--- src/rtl/peb_pkg.sv ---
// Package of timing counts, sequencer states and command codes for the paged memory host controller.
package peb_pkg;

  localparam int unsigned CLK_MHZ = 125;
  // Address and data widths, page size and ID area range of the byte-wide memory.
  localparam int unsigned ADDR_W = 15;
  localparam int unsigned DATA_W = 8;
  localparam int unsigned PAGE_BYTES = 64;
  localparam logic [14:0] ID_BASE = 15'h7fc0;
  localparam logic [14:0] ID_LAST = 15'h7fff;
  // Pin timing in nanoseconds, microseconds or milliseconds as named; counts round up for least times.
  localparam int unsigned T_WP_NS = 100;
  localparam int unsigned T_WPH_NS = 50;
  localparam int unsigned T_DS_NS = 50;
  localparam int unsigned T_AH_NS = 50;
  localparam int unsigned T_ACC_NS = 350;
  localparam int unsigned T_DF_NS = 70;
  localparam int unsigned T_OEHP_NS = 150;
  localparam int unsigned T_ERASE_SETUP_US = 5;
  localparam int unsigned T_ERASE_PULSE_MS = 10;
  localparam int unsigned T_BLC_US = 150;
  localparam int unsigned T_WC_SLOW_MS = 10;
  localparam int unsigned CYC_WP = (T_WP_NS * CLK_MHZ + 999) / 1000;
  localparam int unsigned CYC_WPH = (T_WPH_NS * CLK_MHZ + 999) / 1000;
  localparam int unsigned CYC_ACC = (T_ACC_NS * CLK_MHZ + 999) / 1000;
  localparam int unsigned CYC_DF = (T_DF_NS * CLK_MHZ + 999) / 1000;
  localparam int unsigned CYC_OEHP = (T_OEHP_NS * CLK_MHZ + 999) / 1000;
  localparam int unsigned CYC_ERASE_SETUP = T_ERASE_SETUP_US * CLK_MHZ;
  // Longest gap between page bytes rounds down.
  localparam int unsigned CYC_BLC = T_BLC_US * CLK_MHZ;
  localparam int unsigned CYC_ERASE_PULSE = T_ERASE_PULSE_MS * 1000 * CLK_MHZ;
  localparam int unsigned CYC_WC_SLOW = T_WC_SLOW_MS * 1000 * CLK_MHZ;
  localparam int unsigned CNT_W = 24;

  typedef enum logic [1:0] {
    PEB_CMD_READ = 2'b00,
    PEB_CMD_WRITE = 2'b01,
    PEB_CMD_ERASE = 2'b10,
    PEB_CMD_POLL = 2'b11
  } peb_cmd_e;

  typedef enum logic [3:0] {
    PEB_ST_IDLE = 4'b0000,
    PEB_ST_RD_ACC = 4'b0001,
    PEB_ST_RD_DONE = 4'b0010,
    PEB_ST_WR_SETUP = 4'b0011,
    PEB_ST_WR_LOW = 4'b0100,
    PEB_ST_WR_HIGH = 4'b0101,
    PEB_ST_PAGE_WAIT = 4'b0110,
    PEB_ST_PROG_WAIT = 4'b0111,
    PEB_ST_POLL_RD = 4'b1000,
    PEB_ST_POLL_GAP = 4'b1001,
    PEB_ST_ER_SETUP = 4'b1010,
    PEB_ST_ER_PULSE = 4'b1011,
    PEB_ST_ER_HOLD = 4'b1100
  } peb_state_e;

endpackage

--- src/rtl/peb_host.sv ---
// Host controller driving the byte-wide paged memory through its pins.
//
// Contract
// - ID area: elevated address pin, top range
// - Six-byte erase code written as ordinary writes
// - Page lines constant through one load
// - Gate high while strobe and select low
`timescale 1ns/1ps
`default_nettype none
module peb_host #(
  parameter int unsigned WC_CYCLES = peb_pkg::CYC_WC_SLOW,
  parameter int unsigned BLC_CYCLES = peb_pkg::CYC_BLC,
  parameter int unsigned ERASE_CYCLES = peb_pkg::CYC_ERASE_PULSE,
  parameter int unsigned ERASE_SETUP_CYCLES = peb_pkg::CYC_ERASE_SETUP
) (
  // Clock and reset
  input wire logic clk,
  input wire logic sys_rst,
  // User command port
  input wire logic cmd_valid,
  input wire logic [1:0] cmd_op,
  input wire logic cmd_id_area,
  input wire logic cmd_last,
  input wire logic [14:0] cmd_addr,
  input wire logic [7:0] cmd_wdata,
  output logic cmd_ready,
  output logic rsp_valid,
  output logic [7:0] rsp_rdata,
  output logic rsp_timeout,
  // Memory pins
  output logic [14:0] mem_addr,
  output logic mem_cs_n,
  output logic mem_oe_n,
  output logic mem_we_n,
  output logic mem_oe_elevated,
  output logic mem_id_elevated,
  input wire logic [7:0] mem_dq_in,
  output logic [7:0] mem_dq_out,
  output logic mem_dq_oe
);

  peb_pkg::peb_state_e state_q;
  logic [peb_pkg::CNT_W-1:0] tmr_count;
  logic tmr_load, tmr_done;
  logic [7:0] last_wdata_q;
  logic [14:0] last_addr_q;
  logic [8:0] page_q;
  logic [23:0] wc_q;
  logic prev_toggle_q;
  logic page_open_q;
  logic last_q;
  logic [7:0] we_low_q;

  peb_timer u_timer (
    .clk(clk),
    .sys_rst(sys_rst),
    .load(tmr_load),
    .count(tmr_count),
    .done(tmr_done)
  );

  // A new page byte continues the load only on the same page inside the window.
  logic same_page;
  assign same_page = page_open_q && (cmd_addr[14:6] == page_q)
    && (cmd_id_area == mem_id_elevated);

  always_comb begin
    tmr_load = 1'b0;
    tmr_count = '0;
    case (state_q)
      peb_pkg::PEB_ST_IDLE: begin
        if (cmd_valid && cmd_op == peb_pkg::PEB_CMD_ERASE) begin
          tmr_load = 1'b1;
          tmr_count = peb_pkg::CNT_W'(ERASE_SETUP_CYCLES);
        end else if (cmd_valid && cmd_op != peb_pkg::PEB_CMD_WRITE) begin
          tmr_load = 1'b1;
          tmr_count = peb_pkg::CNT_W'(peb_pkg::CYC_ACC);
        end else if (cmd_valid) begin
          tmr_load = 1'b1;
          tmr_count = peb_pkg::CNT_W'(peb_pkg::CYC_WPH);
        end
      end
      peb_pkg::PEB_ST_WR_SETUP: begin
        tmr_load = tmr_done;
        tmr_count = peb_pkg::CNT_W'(peb_pkg::CYC_WP);
      end
      peb_pkg::PEB_ST_WR_LOW: begin
        tmr_load = tmr_done;
        tmr_count = peb_pkg::CNT_W'(peb_pkg::CYC_WPH);
      end
      peb_pkg::PEB_ST_WR_HIGH: begin
        tmr_load = tmr_done;
        // Leave margin under the window so the next byte surely lands in time.
        tmr_count = peb_pkg::CNT_W'(BLC_CYCLES - peb_pkg::CYC_ACC);
      end
      peb_pkg::PEB_ST_PAGE_WAIT: begin
        tmr_load = !tmr_done && cmd_valid && cmd_op == peb_pkg::PEB_CMD_WRITE && same_page;
        tmr_count = peb_pkg::CNT_W'(peb_pkg::CYC_WPH);
      end
      peb_pkg::PEB_ST_POLL_RD: begin
        tmr_load = tmr_done;
        tmr_count = peb_pkg::CNT_W'(peb_pkg::CYC_OEHP);
      end
      peb_pkg::PEB_ST_POLL_GAP: begin
        tmr_load = tmr_done;
        tmr_count = peb_pkg::CNT_W'(peb_pkg::CYC_ACC);
      end
      peb_pkg::PEB_ST_ER_SETUP: begin
        tmr_load = tmr_done;
        tmr_count = peb_pkg::CNT_W'(ERASE_CYCLES);
      end
      peb_pkg::PEB_ST_ER_PULSE: begin
        tmr_load = tmr_done;
        tmr_count = peb_pkg::CNT_W'(ERASE_SETUP_CYCLES);
      end
      default: begin
        tmr_load = 1'b0;
        tmr_count = '0;
      end
    endcase
  end

  // Sequencer and pin drive.
  always_ff @(posedge clk or posedge sys_rst) begin
    if (sys_rst) begin
      state_q <= peb_pkg::PEB_ST_IDLE;
      mem_addr <= '0;
      mem_cs_n <= 1'b1;
      mem_oe_n <= 1'b1;
      mem_we_n <= 1'b1;
      mem_oe_elevated <= 1'b0;
      mem_id_elevated <= 1'b0;
      mem_dq_out <= '0;
      mem_dq_oe <= 1'b0;
      cmd_ready <= 1'b0;
      rsp_valid <= 1'b0;
      rsp_rdata <= '0;
      rsp_timeout <= 1'b0;
      last_wdata_q <= '0;
      last_addr_q <= '0;
      page_q <= '0;
      prev_toggle_q <= 1'b0;
      page_open_q <= 1'b0;
      last_q <= 1'b0;
    end else begin
      rsp_valid <= 1'b0;
      cmd_ready <= 1'b0;
      case (state_q)
        peb_pkg::PEB_ST_IDLE: begin
          mem_cs_n <= 1'b1;
          mem_oe_n <= 1'b1;
          mem_we_n <= 1'b1;
          mem_dq_oe <= 1'b0;
          if (cmd_valid) begin
            cmd_ready <= 1'b1;
            mem_addr <= cmd_addr;
            mem_id_elevated <= cmd_id_area && (cmd_addr >= peb_pkg::ID_BASE);
            if (cmd_op == peb_pkg::PEB_CMD_WRITE) begin
              // A different page must not join the open load; it waits until the load window closes.
              if (page_open_q && !same_page) begin
                cmd_ready <= 1'b0;
              end else begin
                mem_dq_out <= cmd_wdata;
                mem_dq_oe <= 1'b1;
                mem_cs_n <= 1'b0;
                page_q <= cmd_addr[14:6];
                // Erase code bytes from the user go out as plain writes.
                last_q <= cmd_last;
                last_wdata_q <= cmd_wdata;
                last_addr_q <= cmd_addr;
                state_q <= peb_pkg::PEB_ST_WR_SETUP;
              end
            end else if (cmd_op == peb_pkg::PEB_CMD_ERASE) begin
              mem_cs_n <= 1'b0;
              state_q <= peb_pkg::PEB_ST_ER_SETUP;
            end else begin
              mem_cs_n <= 1'b0;
              mem_oe_n <= 1'b0;
              if (cmd_op == peb_pkg::PEB_CMD_POLL) begin
                mem_addr <= last_addr_q;
                state_q <= peb_pkg::PEB_ST_POLL_RD;
              end else begin
                state_q <= peb_pkg::PEB_ST_RD_ACC;
              end
            end
          end
        end
        peb_pkg::PEB_ST_RD_ACC: begin
          if (tmr_done) begin
            rsp_rdata <= mem_dq_in;
            rsp_valid <= 1'b1;
            mem_oe_n <= 1'b1;
            mem_cs_n <= 1'b1;
            state_q <= peb_pkg::PEB_ST_IDLE;
          end
        end
        peb_pkg::PEB_ST_WR_SETUP: begin
          if (tmr_done) begin
            mem_we_n <= 1'b0;
            state_q <= peb_pkg::PEB_ST_WR_LOW;
          end
        end
        peb_pkg::PEB_ST_WR_LOW: begin
          // Gate stays high for the whole low phase; data is taken on this rise.
          if (tmr_done) begin
            mem_we_n <= 1'b1;
            state_q <= peb_pkg::PEB_ST_WR_HIGH;
          end
        end
        peb_pkg::PEB_ST_WR_HIGH: begin
          if (tmr_done) begin
            mem_cs_n <= 1'b1;
            mem_dq_oe <= 1'b0;
            page_open_q <= 1'b1;
            state_q <= last_q ? peb_pkg::PEB_ST_PROG_WAIT : peb_pkg::PEB_ST_PAGE_WAIT;
          end
        end
        peb_pkg::PEB_ST_PAGE_WAIT: begin
          if (tmr_done) begin
            state_q <= peb_pkg::PEB_ST_PROG_WAIT;
          end else if (cmd_valid && cmd_op == peb_pkg::PEB_CMD_WRITE && same_page) begin
            cmd_ready <= 1'b1;
            last_q <= cmd_last;
            mem_addr <= cmd_addr;
            mem_dq_out <= cmd_wdata;
            mem_dq_oe <= 1'b1;
            mem_cs_n <= 1'b0;
            last_wdata_q <= cmd_wdata;
            last_addr_q <= cmd_addr;
            state_q <= peb_pkg::PEB_ST_WR_SETUP;
          end
        end
        peb_pkg::PEB_ST_PROG_WAIT: begin
          page_open_q <= 1'b0;
          state_q <= peb_pkg::PEB_ST_IDLE;
        end
        peb_pkg::PEB_ST_POLL_RD: begin
          if (tmr_done) begin
            mem_oe_n <= 1'b1;
            prev_toggle_q <= mem_dq_in[6];
            rsp_rdata <= mem_dq_in;
            // Done once polling bit matches bit 7 of the last written byte and the alternating bit held still.
            rsp_valid <= (mem_dq_in[7] == last_wdata_q[7])
              && (mem_dq_in[6] == prev_toggle_q);
            rsp_timeout <= (wc_q >= 24'(WC_CYCLES));
            state_q <= peb_pkg::PEB_ST_POLL_GAP;
          end
        end
        peb_pkg::PEB_ST_POLL_GAP: begin
          if ((rsp_valid || rsp_timeout) && !tmr_load) begin
            mem_cs_n <= 1'b1;
            rsp_timeout <= 1'b0;
            state_q <= peb_pkg::PEB_ST_IDLE;
          end else if (tmr_done) begin
            mem_oe_n <= 1'b0;
            state_q <= peb_pkg::PEB_ST_POLL_RD;
          end
        end
        peb_pkg::PEB_ST_ER_SETUP: begin
          mem_oe_elevated <= 1'b1;
          if (tmr_done) begin
            mem_we_n <= 1'b0;
            state_q <= peb_pkg::PEB_ST_ER_PULSE;
          end
        end
        peb_pkg::PEB_ST_ER_PULSE: begin
          if (tmr_done) begin
            mem_we_n <= 1'b1;
            state_q <= peb_pkg::PEB_ST_ER_HOLD;
          end
        end
        peb_pkg::PEB_ST_ER_HOLD: begin
          if (tmr_done) begin
            mem_oe_elevated <= 1'b0;
            mem_cs_n <= 1'b1;
            rsp_valid <= 1'b1;
            state_q <= peb_pkg::PEB_ST_IDLE;
          end
        end
        default: begin
          state_q <= peb_pkg::PEB_ST_IDLE;
        end
      endcase
    end
  end

  // Time spent since the last write byte, for the programming time-out.
  always_ff @(posedge clk or posedge sys_rst) begin
    if (sys_rst) begin
      wc_q <= '0;
    end else if (state_q == peb_pkg::PEB_ST_WR_LOW) begin
      wc_q <= '0;
    end else if (wc_q != 24'hffffff) begin
      wc_q <= wc_q + 24'h000001;
    end
  end

  // Counts how long the strobe has been low, for the pulse width check.
  always_ff @(posedge clk or posedge sys_rst) begin
    if (sys_rst) begin
      we_low_q <= '0;
    end else if (mem_we_n) begin
      we_low_q <= '0;
    end else if (we_low_q != 8'hff) begin
      we_low_q <= we_low_q + 8'h01;
    end
  end

  a_write_gate_high: assert property (@(posedge clk) disable iff (sys_rst)
    (!mem_we_n && !mem_cs_n) |-> mem_oe_n)
    else $error("gate low during write strobe");
  a_write_drives_bus: assert property (@(posedge clk) disable iff (sys_rst)
    !mem_we_n && !mem_oe_elevated |-> mem_dq_oe && !mem_cs_n)
    else $error("write strobe without data drive");
  a_read_no_drive: assert property (@(posedge clk) disable iff (sys_rst)
    !mem_oe_n |-> !mem_dq_oe && mem_we_n)
    else $error("read while host drives data");
  a_page_stable: assert property (@(posedge clk) disable iff (sys_rst)
    $fell(mem_we_n) && !mem_oe_elevated |-> mem_addr[14:6] == page_q)
    else $error("page lines changed in load");
  a_strobe_width: assert property (@(posedge clk) disable iff (sys_rst)
    $rose(mem_we_n) && !mem_oe_elevated |-> we_low_q >= 8'(peb_pkg::CYC_WP))
    else $error("write strobe too short");
  a_erase_pins: assert property (@(posedge clk) disable iff (sys_rst)
    mem_oe_elevated && !mem_we_n |-> !mem_cs_n && !mem_dq_oe)
    else $error("erase pin pattern wrong");
  a_id_top_range: assert property (@(posedge clk) disable iff (sys_rst)
    mem_id_elevated && !mem_cs_n |-> mem_addr >= peb_pkg::ID_BASE)
    else $error("id area outside top range");
  a_standby_float: assert property (@(posedge clk) disable iff (sys_rst)
    state_q == peb_pkg::PEB_ST_IDLE && $past(state_q) == peb_pkg::PEB_ST_IDLE
    |-> mem_cs_n && !mem_dq_oe)
    else $error("bus not idle in standby");
  a_page_gap: assert property (@(posedge clk) disable iff (sys_rst)
    $rose(mem_we_n) |-> ##[1:1000] (mem_cs_n || !mem_we_n))
    else $error("page byte cycle did not end");

  c_read: cover property (@(posedge clk) rsp_valid && state_q == peb_pkg::PEB_ST_IDLE);
  c_page: cover property (@(posedge clk)
    $fell(mem_we_n) && state_q == peb_pkg::PEB_ST_WR_SETUP && page_open_q);
  c_poll: cover property (@(posedge clk) state_q == peb_pkg::PEB_ST_POLL_GAP && rsp_valid);
  c_erase: cover property (@(posedge clk) mem_oe_elevated && !mem_we_n);

endmodule
`default_nettype wire

--- src/rtl/peb_timer.sv ---
// Down-counting delay timer used for every pin timing of the host controller.
`timescale 1ns/1ps
`default_nettype none
module peb_timer (
  // Clock and reset
  input wire logic clk,
  input wire logic sys_rst,
  // Load and status
  input wire logic load,
  input wire logic [peb_pkg::CNT_W-1:0] count,
  output logic done
);

  logic [peb_pkg::CNT_W-1:0] cnt_q;

  always_ff @(posedge clk or posedge sys_rst) begin
    if (sys_rst) begin
      cnt_q <= '0;
    end else if (load) begin
      cnt_q <= count;
    end else if (cnt_q != '0) begin
      cnt_q <= cnt_q - 1'b1;
    end
  end

  // Done is high in the cycle the count reaches one, so a load of n waits n cycles.
  // Done does not look at load, so a state may reload on done without a loop.
  assign done = (cnt_q == {{(peb_pkg::CNT_W-1){1'b0}}, 1'b1});

endmodule
`default_nettype wire

--- config.mk ---
export PLATFORM = sky130hd
export DESIGN_NAME = peb_host
export DESIGN_NICKNAME = d
export VERILOG_FILES = /design/src/rtl/peb_pkg.sv /design/src/rtl/peb_host.sv /design/src/rtl/peb_timer.sv
export SDC_FILE = /design/constraint.sdc
export NUM_CORES = 1
export LEC_CHECK = 0
export BUFFER_PORTS_ARGS = -buffer_cell sky130_fd_sc_hd__buf_4
export CAP_MARGIN = 20
export CORE_ASPECT_RATIO = 0.9
export CORE_MARGIN = 4
export CORE_UTILIZATION = 50
export DETAILED_ROUTE_END_ITERATION = 10
export GPL_ROUTABILITY_DRIVEN = 0
export GPL_TIMING_DRIVEN = 0
export PLACE_DENSITY = 0.7
export SLEW_MARGIN = 10
export SYNTH_ARGS = -nofsm -noshare
export SYNTH_HDL_FRONTEND = slang
export SYNTH_HIERARCHICAL = 1
export SYNTH_SLANG_ARGS = --single-unit
--- constraint.sdc ---
create_clock -name clk -period 4.6 [get_ports clk]
set_input_delay 0.92 -clock clk [delete_from_list [all_inputs] [get_ports clk]]
set_output_delay 0.92 -clock clk [all_outputs]
set_load 0.01 [all_outputs]
; Yosys cells after proc, flatten, opt, wreduce, memory -nomap -nowiden
; Cells that the tools add are included.
[word_totals]
reg_bits = 119
inputBits = 38
output_inout_bits = 40
wordCells = 206
[classes]
addsub = 2
order_cmp = 2
eq_ne = 44
mux = 87
bitwise_logic = 1
n_reduce_logical = 50
[ops]
columns = operator, n
row1 = one-hot mux 24 bit (8 select lines), 1
row2 = 2-to-1 mux 15 bit, 9
row3 = 2-to-1 mux 24 bit, 4
row4 = 2-to-1 mux 4 bit, 16
row5 = one-hot mux 15 bit (2 select lines), 2
row6 = 2-to-1 mux 8 bit, 5
row7 = one-hot mux 4 bit (10 select lines), 1
row8 = 2-to-1 mux 1 bit, 34
row9 = inequality test 2 bit (second input constant), 15
row10 = adder 24 x 1 -> 24 bit (second input constant), 1
row11 = == test 24 x 1 -> 1 bit (second input constant), 1
row12 = greater-or-equal comparator 24 x 21 -> 1 bit (second input constant), 1
row13 = inequality test 24 bit (second input constant), 1
row14 = nonzero test 24 bit, 1
row15 = subtractor 24 x 1 -> 24 bit (second input constant), 1
row16 = == test 4 bit (second input constant), 5
row17 = == test 4 x 3 -> 1 bit (second input constant), 4
row18 = one-hot mux 8 bit (2 select lines), 1
row19 = AND reduction 4 bit, 4
row20 = greater-or-equal comparator 15 bit (second input constant), 1
row21 = logical AND 1 bit, 13
row22 = inequality test 2 x 1 -> 1 bit (second input constant), 6
row23 = one-hot mux 1 bit (2 select lines), 6
row24 = one-hot mux 1 bit (3 select lines), 4
row25 = other kinds (26), 49

; Depth between registers and ports, before layout
; Gate-level depths: netlist of the first run.
[logic_depth]
depth_word = 10
ltp_mapped = 13
depth_no_buf = 11

; Modules after synthesis
; The synthesis of the first run kept the hierarchy.
[modules_own_cells]
columns = module, n_inst, cells_each, area_each_um2
row1 = peb_host, 1, 487, 5041.1
row2 = peb_timer, 1, 163, 1496.4

; Worst setup path after synthesis of the first run
; No wires, ideal clock.
[synth_timing]
kind = reg-to-reg
startpoint = reg u_timer/cnt_q[4] in the netlist's numbering
endpoint = reg u_timer/cnt_q[9] in the netlist's numbering
setup_time_ns = 0.137
arrival_ns = 3.377
t_required_ns = 4.463
setup_slack_ns = 1.086
path_stages_with_launch = 13
path_cell_list = dfrtp_1 nor4_2 or3b_2 nor4_1 clkinv_1 nand4_1 nor4_2 or2_2 buf_2 clkbuf_1 a21oi_1 o31a_1 a21oi_1
[synth_via]
elab_chain_len = 7
word_cells_on_any_way = 11
cone_classes = add/sub (1) / eq/ne (1) / mux (3) / reduce/logical (6)
[synth_lines]
columns = item, line
row1 = from (decl), peb_timer.sv:14  ; logic [peb_pkg::CNT_W-1:0] cnt_q;
row2 = from (signal assigned), peb_timer.sv:20  ; cnt_q <= count;
row3 = from (signal assigned), peb_timer.sv:22  ; cnt_q <= cnt_q - 1'b1;
row4 = == test 24 x 1 -> 1 bit *, peb_timer.sv:28  ; assign done = (cnt_q == {{(peb_pkg::CNT_W-1){1'b0}}, 1'b1});
row5 = net tmr_done, peb_host.sv:44  ; logic tmr_load, tmr_done;
row6 = zero test 1 bit, peb_host.sv:97  ; tmr_load = !tmr_done && cmd_valid && cmd_op == peb_pkg::PEB_CMD_WRITE && same_page;
row7 = logical AND 1 bit (3 in series), peb_host.sv:97
row8 = one-hot mux 1 bit (3 select lines) *, peb_host.sv:70  ; case (state_q)
row9 = net tmr_load, peb_host.sv:44
row10 = 2-to-1 mux 24 bit / nonzero test 2 bit (equally long branches), -
; Mark *: on every way through the listed nets, which the timed path passes. The rest lies on a longest branch. The select of a mux whose other input is x is not followed.
; A chain may end at the register's enable or synchronous reset.

; Final worst setup path of the first run
; Ends and elaborated chain as after synthesis.

==> insert_results.sql, run 1 <==
INSERT INTO impl_metrics (metric_group, metric, value, unit) VALUES
('floorplanning', 'starting_density_of_the_core', '51.3', '%'),
('worst_hold_path', 'hp-class', 'reg -> reg', ''),
('clock_network', 'tritoncts', 'built', ''),
('clock_network', 'cts-buffers-inserted', '17', ''),
('setup_path', 'worst_reg2reg_startpoint', 'u_timer/cnt_q[4]', ''),
('power', 'total_power', '4.60', 'mW'),
('global_route', 'wire_length_of_the_first_global_routing_pass', '26600', 'um'),
('timing', 'final.period_utilization', '90.3', '%'),
('floorplanning', 'core_area', '12700', 'sq um'),
('timing', 'worstMarginPinSlew', '0.939', 'ns'),
('yosys', 'synth_enable_flop_cells', '0', ''),
('placed_design', 'place_hpwl', '11200', 'um'),
('placed_design', 'buffer_ports.inserted', '77', ''),
('yosys', 'synth.cell_area', '6540', 'sq um'),
('timing', 'finalHoldViolations', '0', ''),
('setup_path', 'regToRegEndpoint', 'u_timer/cnt_q[9]', ''),
('setup_path', 'endpoint_kind', 'register', ''),
('drt', 'wl', '15600', 'um'),
('floorplanning', 'design.die.area', '15000', 'sq um'),
('power', 'leakagePower', '3.65', 'nW'),
('setup_path', 'path_cells', 'nor4_2 -> or3b_2 -> nor4_2 -> clkinv_1 -> nand4_1 -> nor4_2 -> or2_2 -> buf_2 -> clkbuf_1 -> a21oi_1 -> o31a_1 -> a21oi_1', ''),
('global_route', 'grt_antenna_before_repair', '0', ''),
('clock_network', 'worst_skew_pair.late_latency', '0.42', 'ns'),
('setup_path', 'reg2reg_slack', '0.45', 'ns'),
('drt', 'drt.antenna.violating_nets', '0', ''),
('job', 'timing.max_cap.violations', '0', ''),
('yosys', 'syn-mean-instance-area', '10.1', 'sq um'),
('floorplanning', 'rows', '39', ''),
('clock_network', 'clk_root_buffer_cell', 'clkbuf_16', ''),
('setup_path', 'setup.worst_path.end', 'u_timer/cnt_q[9]', ''),
('yosys', 'synth.yosys.warnings', '6', ''),
('finish', 'num-nets-final', '801', ''),
('drt', 'detailedRoute.firstIterationViolations', '380', ''),
('drt', 'dr_total_vias', '5296', ''),
('clock_network', 'worst_setup_hold_path_clk_slew', '0.06', 'ns'),
('timing', 'setup_repair_after_global_routing_missed_its_margin', 'false', ''),
('timing', 'maxSlewHeadroom', '37.4', '%'),
('setup_path', 'data_arrival_time_at_the_worst_slack_endpoint', '4.42', 'ns'),
('global_route', 'first_global_vias', '5416', ''),
('yosys', 'post_synthesis_cells', '650', ''),
('setup_path', 'worst_path_maximum_fanout', '10', ''),
('timing', 'clock.fmax', '0.241', 'GHz'),
('global_route', 'largest_net_degree_at_the_start_of_global_routing', '52', ''),
('clock_network', 'clockBufferDepth', '2', ''),
('worst_hold_path', 'hold_path_startpoint', 'mem_addr[9]', ''),
('setup_path', 'setup.worst_path.start', 'u_timer/cnt_q[4]', ''),
('yosys', 'async_flop_share', '100', '%'),
('timing', 'setup-tns-final', '0', 'ns'),
('timing', 'setup_violations', '0', ''),
('setup_path', 'classification_of_the_worst_setup_path', 'reg -> reg', ''),
('yosys', 'yosys_register_bits', '119', ''),
('drt', 'drt_drc_violations_left', '0', ''),
('drt', 'drt_pass1_iterations', '5', ''),
('drt', 'vias_per_cell', '5.69', ''),
('finish', 'highest_count_cells_in_the_layout_ignoring_fill_and_taps', '116 x dfrtp_1, 78 x buf_4, 55 x nand2_1', ''),
('clock_network', 'cts_num_sinks', '119', ''),
('finish', 'post_route_cells_drive_above_1_share', '25.0', '%'),
('setup_path', 'ff2ff_path_depth', '12', ''),
('setup_path', 'worst_path_largest_cell_delay', '0.56', 'ns'),
('power', 'power.density_cell_area', '578', 'nW/um^2'),
('timing', 'finalCriticalPeriod', '4.15', 'ns'),
('finish', 'utilization', '62.5', '%'),
('global_route', 'grt.total_usage', '22.1', '%'),
('setup_path', 'critical_path_required', '4.87', 'ns'),
('timing', 'clock-skew-final', '0.0134', 'ns'),
('yosys', 'ys_dominant_reg_cell', 'dfrtp_1', ''),
('clock_network', 'h-tree-depth', '4', ''),
('global_route', 'overflow', '0', ''),
('setup_path', 'cp_slowest_cell', 'or3b_2', ''),
('run_status', 'status', 'finished, final reports clean', ''),
('floorplanning', 'num_io_pins', '78', '');
==> worst min-delay path by stage <==
stage	to	slack (ns)	cells after the start
after floorplan	last_addr_q[0]	0.48	1
final	mem_addr[9]	0.48	2
after global placement	mem_addr[10]	0.46	2
after detailed placement	mem_addr[14]	0.48	2
after global routing	last_addr_q[8]	0.52	1
after CTS	mem_addr[14]	0.49	2
==> routing by layer <==
layer  track usage (%)  routed length, um  up-vias
met2              33.8               7050      182
met4              7.42                215        0
met3              5.30               1080       19
li1                  -                  -     2531
met5                 0                  0        -
met1              31.2               7250     2564
==> cell families (layout without fill, tap and decap cells) <==
| kind of cell | Yosys count | after routing | synth area share (%) |
|---|---|---|---|
| AOI/OAI and AO/OA | 132 | 132 | 13.1 |
| xor gates and xnor gates | 42 | 42 | 5.63 |
| adders and majority gates | 9 | 9 | 1.72 |
| buffers and inverters | 50 | 160 | 3.87 |
| DFF | 119 | 119 | 45.6 |
| muxes | 64 | 64 | 11.3 |
| other | 1 | 8 | 0.0574 |
| and+or+nand+nor | 233 | 233 | 18.7 |
==> sequential cells by signal, indices dropped and copies added, names as in the netlist <==
name	flops
u_timer/cnt_q	24
wc_q	24
last_addr_q	15
mem_addr	15
page_q	9
last_wdata_q	8
rsp_rdata	8
state_q	4
cmd_ready	1
last_q	1
mem_cs_n	1
mem_dq_oe	1
mem_id_elevated	1
mem_oe_elevated	1
mem_oe_n	1
mem_we_n	1
page_open_q	1
prev_toggle_q	1
rsp_timeout	1
rsp_valid	1
==> cells in the mapped netlist, drive strengths merged (2+ instances only) <==
cell / instances / area, sq um
dfstp: 3 / 78.8
xor2: 23 / 201
o31ai: 6 / 50.1
nor3: 14 / 70.1
a2bb2oi: 2 / 17.5
nor3b: 3 / 22.5
o31a: 6 / 52.6
or3: 11 / 78.8
o21a: 2 / 15.0
and2: 7 / 43.8
a21oi: 36 / 180
a31oi: 4 / 25.0
nand2: 55 / 206
nand2b: 5 / 31.3
a21boi: 3 / 22.5
or3b: 2 / 17.5
a22o: 6 / 53.8
nand4: 17 / 106
nor4: 14 / 115
nor2: 52 / 195
a211oi: 4 / 30.0
nor2b: 15 / 101
mux2: 47 / 571
mux2i: 17 / 170
and3: 6 / 37.5
ha: 9 / 113
clkbuf: 18 / 67.6
or2: 2 / 12.5
buf: 18 / 133
or4: 2 / 22.5
nand3: 23 / 115
xnor2: 19 / 166
dfrtp: 116 / 2900
o221ai: 3 / 26.3
o211ai: 3 / 27.5
inv: 13 / 48.8
o21ai: 41 / 205
and4: 2 / 17.5
o32ai: 2 / 17.5
==> where the power goes <==
group	internal, mW	switching (mW)
clock	0.790	0.494
combinational	0.779	0.896
sequential	1.38	0.260
total	2.95	1.65
==> critical path: cells and delay by family (launching register included) <==
kind / cells / cell delay, ns
simple gates: 6 / 2.26
buf+inv: 3 / 0.94
flops: 1 / 0.45
compound gates: 3 / 0.38
==> cell type report <==
class / count / area, sq um / area share (%)
multi-input combinational: 488 / 3340 / 41.9
clock buffer: 20 / 467 / 5.86
inverter: 14 / 55.1 / 0.691
tap: 164 / 205 / 2.58
clock inverter: 12 / 115 / 1.45
timing repair buffer: 78 / 606 / 7.60
sequential: 119 / 2980 / 37.4
buffer: 36 / 200 / 2.51
==> repair_timing <==
| item | CTS | global route |
|---|---|---|
| endpoints found under the setup margin | 0 | 11 |
| hold buffers | 0 | 0 |
| resized for setup | 0 | 1 |
| setup buffers | 0 | 0 |
==> metrics by stage <==
step | setup WS, ns | hold slack (ns) | cell area, sq um | std cells
after floorplan | 1.09 | 0.480 | 6560 | 657
after global placement | 0.141 | 0.462 | 7350 | 898
after detailed placement | 0.169 | 0.481 | 7380 | 899
after CTS | 0.151 | 0.494 | 7960 | 931
after global routing | 0.133 | 0.516 | 7970 | 931
final | 0.447 | 0.483 | 7970 | 931
Power figures use the tool's default switching activity.
==> inputs of run 2 (changes only) <==
--- a/config.mk
+++ b/config.mk
@@ -7,7 +7,7 @@
 export LEC_CHECK = 0
 export BUFFER_PORTS_ARGS = -buffer_cell sky130_fd_sc_hd__buf_4
 export CAP_MARGIN = 20
-export CORE_ASPECT_RATIO = 0.9
+export CORE_ASPECT_RATIO = 0.75
 export CORE_MARGIN = 4
 export CORE_UTILIZATION = 50
 export DETAILED_ROUTE_END_ITERATION = 10
==> run 2 against run 1 <==
Against the previous run: flip-flop and latch count did not move; sequential share of layout area fell by 0.34 points; via count grew 1.3%; fmax fell by 1.0%; hold slack got worse by 0.0048 ns; utilization is 1.6 points higher; design area increased by 0.93%; global-route usage fell by 0.14 points; first-iteration DRC count is 37% higher; critical path type unchanged; critical endpoint unchanged.
==> insert_results.sql, run 2 (same netlist as run 1, synthesis figures left out) <==
INSERT INTO impl_metrics (metric_group, metric, value, unit) VALUES
('floorplanning', 'core_area', '12500', 'sq um'),
('timing', 'worstMarginPinSlew', '0.747', 'ns'),
('setup_path', 'worst_path_maximum_fanout', '10', ''),
('finish', 'top_regs', 'u_timer/cnt_q (24), wc_q (24)', ''),
('placed_design', 'post-place-ws', '0.254', 'ns'),
('placed_design', 'place_hpwl', '11700', 'um'),
('drt', 'dr_total_vias', '5365', ''),
('finish', 'num-nets-final', '802', ''),
('clock_network', 'cts_num_sinks', '119', ''),
('finish', 'n_fill_cell', '1005', ''),
('clock_network', 'worst_skew_pair.late_latency', '0.41', 'ns'),
('clock_network', 'post-cts-setup-buffers', '0', ''),
('finish', 'highest_count_cells_in_the_layout_ignoring_fill_and_taps', '116 x dfrtp_1, 78 x buf_4, 55 x nand2_1', ''),
('timing', 'maxSlewHeadroom', '49.7', '%'),
('power', 'switching_share', '35.9', '%'),
('global_route', 'first_global_vias', '5261', ''),
('floorplanning', 'design.die.area', '15000', 'sq um'),
('global_route', 'grt_antenna_before_repair', '0', ''),
('clock_network', 'h-tree-depth', '4', ''),
('setup_path', 'endpoint_kind', 'register', ''),
('job', 'timing.max_cap.violations', '0', ''),
('timing', 'setup_violations', '0', ''),
('drt', 'detailedRoute.firstIterationViolations', '521', ''),
('timing', 'setup-tns-final', '0', 'ns'),
('timing', 'postLayoutSetupSlackWorst', '0.404', 'ns'),
('drt', 'wl', '16100', 'um'),
('setup_path', 'worstSetupStartpointType', 'register', ''),
('setup_path', 'crit_top_cell', 'nor4_2', ''),
('finish', 'layout_commonest_cell', 'dfrtp_1', ''),
('drt', 'drt_pass1_iterations', '5', ''),
('timing', 'final.period_utilization', '91.2', '%'),
('timing', 'setup_repair_after_global_routing_missed_its_margin', 'false', ''),
('timing', 'finalCriticalPeriod', '4.20', 'ns'),
('floorplanning', 'num_io_pins', '78', ''),
('drt', 'routedWlPerCell', '17.2', 'um'),
('power', 'pwr-share-clk', '29.6', '%'),
('power', 'share_comb_of_total_power', '35.8', '%'),
('finish', 'final_cells', '934', ''),
('setup_path', 'worst_path_largest_cell_delay', '0.59', 'ns'),
('worst_hold_path', 'hp-class', 'in -> async', ''),
('timing', 'clock.fmax', '0.238', 'GHz'),
('setup_path', 'critical_path_required', '4.87', 'ns'),
('setup_path', 'path_cells', 'nor4_2 -> or3b_2 -> nor4_2 -> clkinv_1 -> nand4_1 -> nor4_2 -> or2_2 -> buf_2 -> clkbuf_1 -> a21oi_1 -> o31a_1 -> a21oi_1', ''),
('setup_path', 'classification_of_the_worst_setup_path', 'reg -> reg', ''),
('setup_path', 'data_arrival_time_at_the_worst_slack_endpoint', '4.46', 'ns'),
('finish', 'num_antenna_cells', '0', ''),
('clock_network', 'worst_setup_hold_path_clk_slew', '0.06', 'ns'),
('clock_network', 'tritoncts', 'built', ''),
('placed_design', 'post-place-cells', '901', ''),
('global_route', 'overflow', '0', ''),
('clock_network', 'clk_root_buffer_cell', 'clkbuf_16', ''),
('global_route', 'largest_net_degree_at_the_start_of_global_routing', '63', ''),
('placed_design', 'placement.cell_area', '7380', 'sq um'),
('setup_path', 'cp_slowest_cell', 'nor4_2', ''),
('floorplanning', 'starting_density_of_the_core', '52.2', '%'),
('timing', 'clock-skew-final', '0.0145', 'ns'),
('finish', 'post_route_cells_drive_above_1_share', '25.1', '%'),
('power', 'p_switching', '1.70', 'mW'),
('finish', 'post-route-cell-area', '8040', 'sq um'),
('drt', 'vias_per_cell', '5.74', ''),
('drt', 'drt_drc_violations_left', '0', ''),
('floorplanning', 'rows', '35', ''),
('drt', 'drt.antenna.violating_nets', '0', ''),
('setup_path', 'reg2reg_slack', '0.40', 'ns'),
('clock_network', 'cts-buffers-inserted', '17', ''),
('power', 'cell_internal_pwr', '3.04', 'mW'),
('setup_path', 'ff2ff_path_depth', '12', ''),
('finish', 'syn_to_final_growth', '23.0', '%'),
('power', 'power.density_cell_area', '590', 'nW/um^2'),
('clock_network', 'clockBufferDepth', '2', ''),
('power', 'total_power', '4.74', 'mW'),
('placed_design', 'buffer_ports.inserted', '77', ''),
('finish', 'utilization', '64.2', '%'),
('power', 'p_seq_share', '34.5', '%'),
('power', 'irDropWorstVdd', '0.000314', 'V'),
('global_route', 'grt.total_usage', '22.0', '%'),
('power', 'leakagePower', '3.70', 'nW'),
('timing', 'finalHoldViolations', '0', ''),
('floorplanning', 'die_h', '107', 'um'),
('run_status', 'status', 'finished, final reports clean', ''),
('timing', 'slew_viol_final', '0', ''),
('global_route', 'wire_length_of_the_first_global_routing_pass', '26700', 'um'),
('timing', 'hold_slack', '0.478', 'ns'),
('floorplanning', 'dieWidth', '140', 'um');
run 2: changes by cell type in the layout (fill, tap and decap cells not counted), sizes merged:
cell	change
clkinvlp	-5
buf	+1
clkbuf	-2
inv	+2
clkinv	+3
bufinv	+2
run 2: layout make-up:
type | count | area (sq um) | share of cell area, %
Timing Repair Buffer | 79 | 633 | 7.88
Inverter | 14 | 55.1 | 0.685
Clock buffer | 18 | 439 | 5.46
Buffer | 36 | 200 | 2.49
Tap cell | 166 | 208 | 2.58
Multi-Input combinational cell | 488 | 3340 | 41.5
Sequential cell | 119 | 2980 | 37.1
Clock inverter | 14 | 186 | 2.32
run 2: metal layers:
layer  global-route usage (%)  vias to the layer above  share of wire, %
li1                         -                     2544                 -
met1                     31.2                     2600                48
met2                     33.4                      199                44
met3                     6.33                       22               6.8
met4                     5.26                        0               1.2
met5                        0                        -                 0
run 2: critical path, delay by kind of cell, from the launching register on:
kind,cells,cell delay [ns]
simple gates,6,2.25
buf+inv,3,0.96
flops,1,0.45
compound gates,3,0.39
run 2: worst paths after layout:
check / to / from
hold / removal: u_timer/cnt_q[10] / sys_rst
max in group asynchronous: mem_cs_n / sys_rst
min in group clk: mem_addr[0] / mem_addr[0]
setup / recovery: u_timer/cnt_q[9] / u_timer/cnt_q[4]
hold reg to reg: mem_addr[0] / mem_addr[0]
setup reg to reg: u_timer/cnt_q[9] / u_timer/cnt_q[4]
run 2: repair_timing:
action,CTS,global route
hold buffers,0,0
endpoints found under the setup margin,0,3
resized for setup,0,1
run 2: power by group through the flow:
stage / Combinational, mW / Sequential (mW) / Clock, mW
2_1_floorplan: 1.14 / 1.64 / 0
3_3_place_gp: 1.62 / 1.63 / 0
3_5_place_dp: 1.67 / 1.65 / 0
4_1_cts: 1.68 / 1.63 / 1.42
5_1_grt: 1.87 / 1.68 / 1.48
6_report: 1.70 / 1.64 / 1.41
==> inputs of run 3 (changes only) <==
--- a/config.mk
+++ b/config.mk
@@ -5,6 +5,7 @@
 export SDC_FILE = /design/constraint.sdc
 export NUM_CORES = 1
 export LEC_CHECK = 0
+export ABC_AREA = 1
 export BUFFER_PORTS_ARGS = -buffer_cell sky130_fd_sc_hd__buf_4
 export CAP_MARGIN = 20
 export CORE_ASPECT_RATIO = 0.75
==> run 3 against run 2 <==
Against the previous run: flip-flop and latch count is the same; first-iteration DRC count down 17%; synthesized area increased by 3.6%; utilization decreased by 1.4 points; largest power group is now clock; highest routed layer unchanged.
==> insert_results.sql, run 3 <==
INSERT INTO impl_metrics (metric_group, metric, value, unit) VALUES
('drt', 'drt_drc_violations_left', '0', ''),
('clock_network', 'cts_hold_repair.buffers', '0', ''),
('placed_design', 'post-place-cells', '1174', ''),
('finish', 'multi_input_area', '3190', 'sq um'),
('power', 'p_switching', '0.723', 'mW'),
('worst_hold_path', 'hp-class', 'reg -> reg', ''),
('setup_path', 'endpoint_kind', 'register', ''),
('yosys', 'most_frequent_cell_after_synthesis', 'nand2_1', ''),
('drt', 'wl_met2', '7090', 'um'),
('power', 'total_power', '2.77', 'mW'),
('timing', 'maxSlewHeadroom', '60.0', '%'),
('clock_network', 'cts_num_sinks', '119', ''),
('timing', 'clock-skew-final', '0.0118', 'ns'),
('drt', 'dr_total_vias', '6258', ''),
('drt', 'drt.antenna.violating_nets', '0', ''),
('finish', 'num-nets-final', '1071', ''),
('global_route', 'overflow', '0', ''),
('yosys', 'async_flop_share', '100', '%'),
('finish', 'area.sequential', '2980', 'sq um'),
('drt', 'vias_per_cell', '5.18', ''),
('floorplanning', 'starting_density_of_the_core', '51.7', '%'),
('setup_path', 'worst_path_maximum_fanout', '10', ''),
('finish', 'final_cells', '1208', ''),
('drt', 'top_layer_used', 'met4', ''),
('floorplanning', 'design.die.area', '15500', 'sq um'),
('power', 'share_comb_of_total_power', '11.7', '%'),
('drt', 'wl', '17300', 'um'),
('yosys', 'syn-mean-instance-area', '7.37', 'sq um'),
('drt', 'detailroute.wirelength.met3', '1410', 'um'),
('finish', 'utilization', '62.8', '%'),
('floorplanning', 'die_h', '109', 'um'),
('timing', 'slew_viol_final', '0', ''),
('clock_network', 'worst_setup_hold_path_clk_slew', '0.05', 'ns'),
('timing', 'finalHoldViolations', '0', ''),
('placed_design', 'buffer_ports.inserted', '77', ''),
('drt', 'met1Wirelength', '8700', 'um'),
('timing', 'setup-tns-final', '0', 'ns'),
('worst_hold_path', 'cell_count_of_the_worst_hold_path', '2', ''),
('power', 'irDropWorstVdd', '0.000330', 'V'),
('yosys', 'post_synthesis_cells', '918', ''),
('yosys', 'synth.yosys.warnings', '6', ''),
('floorplanning', 'core_area', '13100', 'sq um'),
('global_route', 'grt.total_usage', '23.8', '%'),
('finish', 'syn_to_final_growth', '21.5', '%'),
('floorplanning', 'dieWidth', '142', 'um'),
('setup_path', 'worstSetupStartpointType', 'register', ''),
('timing', 'final.period_utilization', '65.4', '%'),
('yosys', 'post-synth-top-area-cell', 'dfrtp_1', ''),
('global_route', 'wire_length_of_the_first_global_routing_pass', '29400', 'um'),
('clock_network', 'tritoncts', 'built', ''),
('power', 'power.density_cell_area', '337', 'nW/um^2'),
('yosys', 'synth_cell_types', '41', ''),
('finish', 'post_route_cells_drive_above_1_share', '17.5', '%'),
('power', 'cell_internal_pwr', '2.05', 'mW'),
('yosys', 'synth_top_area_share', '42.9', '%'),
('floorplanning', 'rows', '36', ''),
('clock_network', 'cts-buffers-inserted', '17', ''),
('setup_path', 'worst_reg2reg_startpoint', 'u_timer/cnt_q[21]', ''),
('setup_path', 'data_arrival_time_at_the_worst_slack_endpoint', '3.30', 'ns'),
('yosys', 'seq_area_frac_synth', '44.0', '%'),
('clock_network', 'clockBufferDepth', '2', ''),
('yosys', 'yosys_register_bits', '119', ''),
('timing', 'worstMarginPinSlew', '0.598', 'ns'),
('timing', 'clock.fmax', '0.333', 'GHz'),
('drt', 'routedWlPerCell', '14.3', 'um'),
('worst_hold_path', 'holdPathEnd', 'last_addr_q[2]', ''),
('setup_path', 'reg2reg_slack', '1.59', 'ns'),
('yosys', 'synth.cell_area', '6770', 'sq um'),
('timing', 'finalCriticalPeriod', '3.01', 'ns'),
('clock_network', 'h-tree-depth', '4', ''),
('clock_network', 'cts_repair_resize_count', '0', ''),
('timing', 'setup_repair_after_global_routing_missed_its_margin', 'false', ''),
('setup_path', 'regToRegEndpoint', 'u_timer/cnt_q[4]', ''),
('global_route', 'largest_net_degree_at_the_start_of_global_routing', '63', ''),
('power', 'switching_share', '26.1', '%'),
('floorplanning', 'num_io_pins', '78', ''),
('clock_network', 'post-cts-setup-buffers', '0', ''),
('power', 'leakagePower', '4.23', 'nW'),
('run_status', 'status', 'finished, final reports clean', ''),
('placed_design', 'place_hpwl', '12900', 'um'),
('power', 'pwr-share-clk', '46.3', '%'),
('clock_network', 'clk_root_buffer_cell', 'clkbuf_16', ''),
('global_route', 'grt_antenna_before_repair', '0', ''),
('job', 'timing.max_cap.violations', '0', ''),
('clock_network', 'worst_skew_pair.late_latency', '0.42', 'ns'),
('setup_path', 'ff2ff_path_depth', '13', ''),
('finish', 'num_antenna_cells', '0', ''),
('yosys', 'synth_common_cells', '225 x nand2_1, 125 x inv_1, 116 x dfrtp_1, 77 x nor2_1, 77 x o21ai_0', ''),
('timing', 'setup_violations', '0', ''),
('finish', 'highest_count_cells_in_the_layout_ignoring_fill_and_taps', '225 x nand2_1, 124 x inv_1, 116 x dfrtp_1', ''),
('yosys', 'ys_dominant_reg_cell', 'dfrtp_1', ''),
('finish', 'layout_commonest_cell', 'nand2_1', ''),
('finish', 'n_fill_cell', '1202', ''),
('yosys', 'synth_enable_flop_cells', '0', ''),
('power', 'p_seq_share', '42.0', '%'),
('worst_hold_path', 'hold_path_startpoint', 'last_addr_q[2]', ''),
('drt', 'drt_pass1_iterations', '5', ''),
('finish', 'top_regs', 'u_timer/cnt_q (24), wc_q (24)', ''),
('global_route', 'first_global_vias', '6025', ''),
('setup_path', 'classification_of_the_worst_setup_path', 'reg -> reg', ''),
('drt', 'detailedRoute.firstIterationViolations', '435', ''),
('setup_path', 'critical_path_required', '4.89', 'ns'),
('yosys', 'post_synth_main_area_contributors', 'dfrtp_1 43%, nand2_1 12%, inv_1 6.9%, o21ai_0 5.7%, nand3_1 5.5%', '');
run 3: cell types whose count changed in the layout (fill, tap and decap cells not counted), sizes merged, moves of 15 or more:
cell / change
nand2: +176
inv: +119
o21ai: +54
nand3: +53
nor2: +44
mux2: -41
xnor2: -19
xor2: -18
a21oi: +17
nor2b: -15
run 3: cell type report:
type | instances | area share [%]
multi-input cells | 648 | 38.8
flip-flops and latches | 119 | 36.2
repair buffers | 80 | 7.76
inverters | 138 | 6.33
clock buffers | 25 | 6.14
well taps | 171 | 2.60
plain buffers | 20 | 1.31
clock inverters | 7 | 0.867
run 3: cell families (layout without fill, tap and decap cells):
group	after synthesis	count (layout)	synth area share, %
AOI/OAI and AO/OA	162	162	12.8
xor gates and xnor gates	5	5	0.647
adders and majority gates	9	9	1.66
buffers and inverters	158	270	9.24
DFF	119	119	44.0
muxes	10	10	1.59
other	1	8	0.0554
and+or+nand+nor	454	454	29.9
run 3: critical path: stages, from the launching register on:
cell	delay, ns
dfrtp_1	0.41
nor2_1	0.17
nand3_1	0.11
nor2_2	0.17
nand3_1	0.09
nor4_1	0.41
nor2_1	0.12
nand4_1	0.21
nand2_1	0.26
inv_2	0.18
clkbuf_1	0.37
o21ai_0	0.18
o22ai_1	0.14
nor2_1	0.06
run 3: power groups by stage:
stage          clock (mW)  combinational, mW  sequential (mW)
2_1_floorplan           0              0.217             1.17
3_3_place_gp            0              0.309             1.18
3_5_place_dp            0              0.319             1.18
4_1_cts              1.30              0.323             1.16
5_1_grt              1.35              0.370             1.17
6_report             1.28              0.325             1.16
run 3: worst max-delay path by stage:
| stage | from | to | slack, ns | cells after the start |
|---|---|---|---|---|
| 5_1_grt | u_timer/cnt_q[19] | u_timer/cnt_q[17] | 1.36 | 15 |
| 6_report | u_timer/cnt_q[21] | u_timer/cnt_q[4] | 1.59 | 13 |
| 4_1_cts | u_timer/cnt_q[21] | u_timer/cnt_q[4] | 1.12 | 13 |
| 3_3_place_gp | sys_rst | page_q[0] | -0.06 | 2 |
| 3_5_place_dp | u_timer/cnt_q[21] | u_timer/cnt_q[4] | 1.13 | 13 |
| 2_1_floorplan | sys_rst | cmd_ready | 1.21 | 1 |
run 3: routing by layer:
layer | GRT usage [%] | vias up
li1 | - | 3182
met1 | 36.0 | 2863
met2 | 33.7 | 200
met3 | 6.97 | 13
met4 | 5.56 | 0
met5 | 0 | -
run 3: metrics by stage:
step | area, sq um | worst slack (ns) | hold WS, ns
2_1_floorplan | 6800 | 1.21 | 0.441
3_3_place_gp | 7590 | -0.0625 | 0.453
3_5_place_dp | 7620 | 1.13 | 0.458
4_1_cts | 8200 | 1.12 | 0.472
5_1_grt | 8230 | 1.36 | 0.502
6_report | 8230 | 1.59 | 0.470
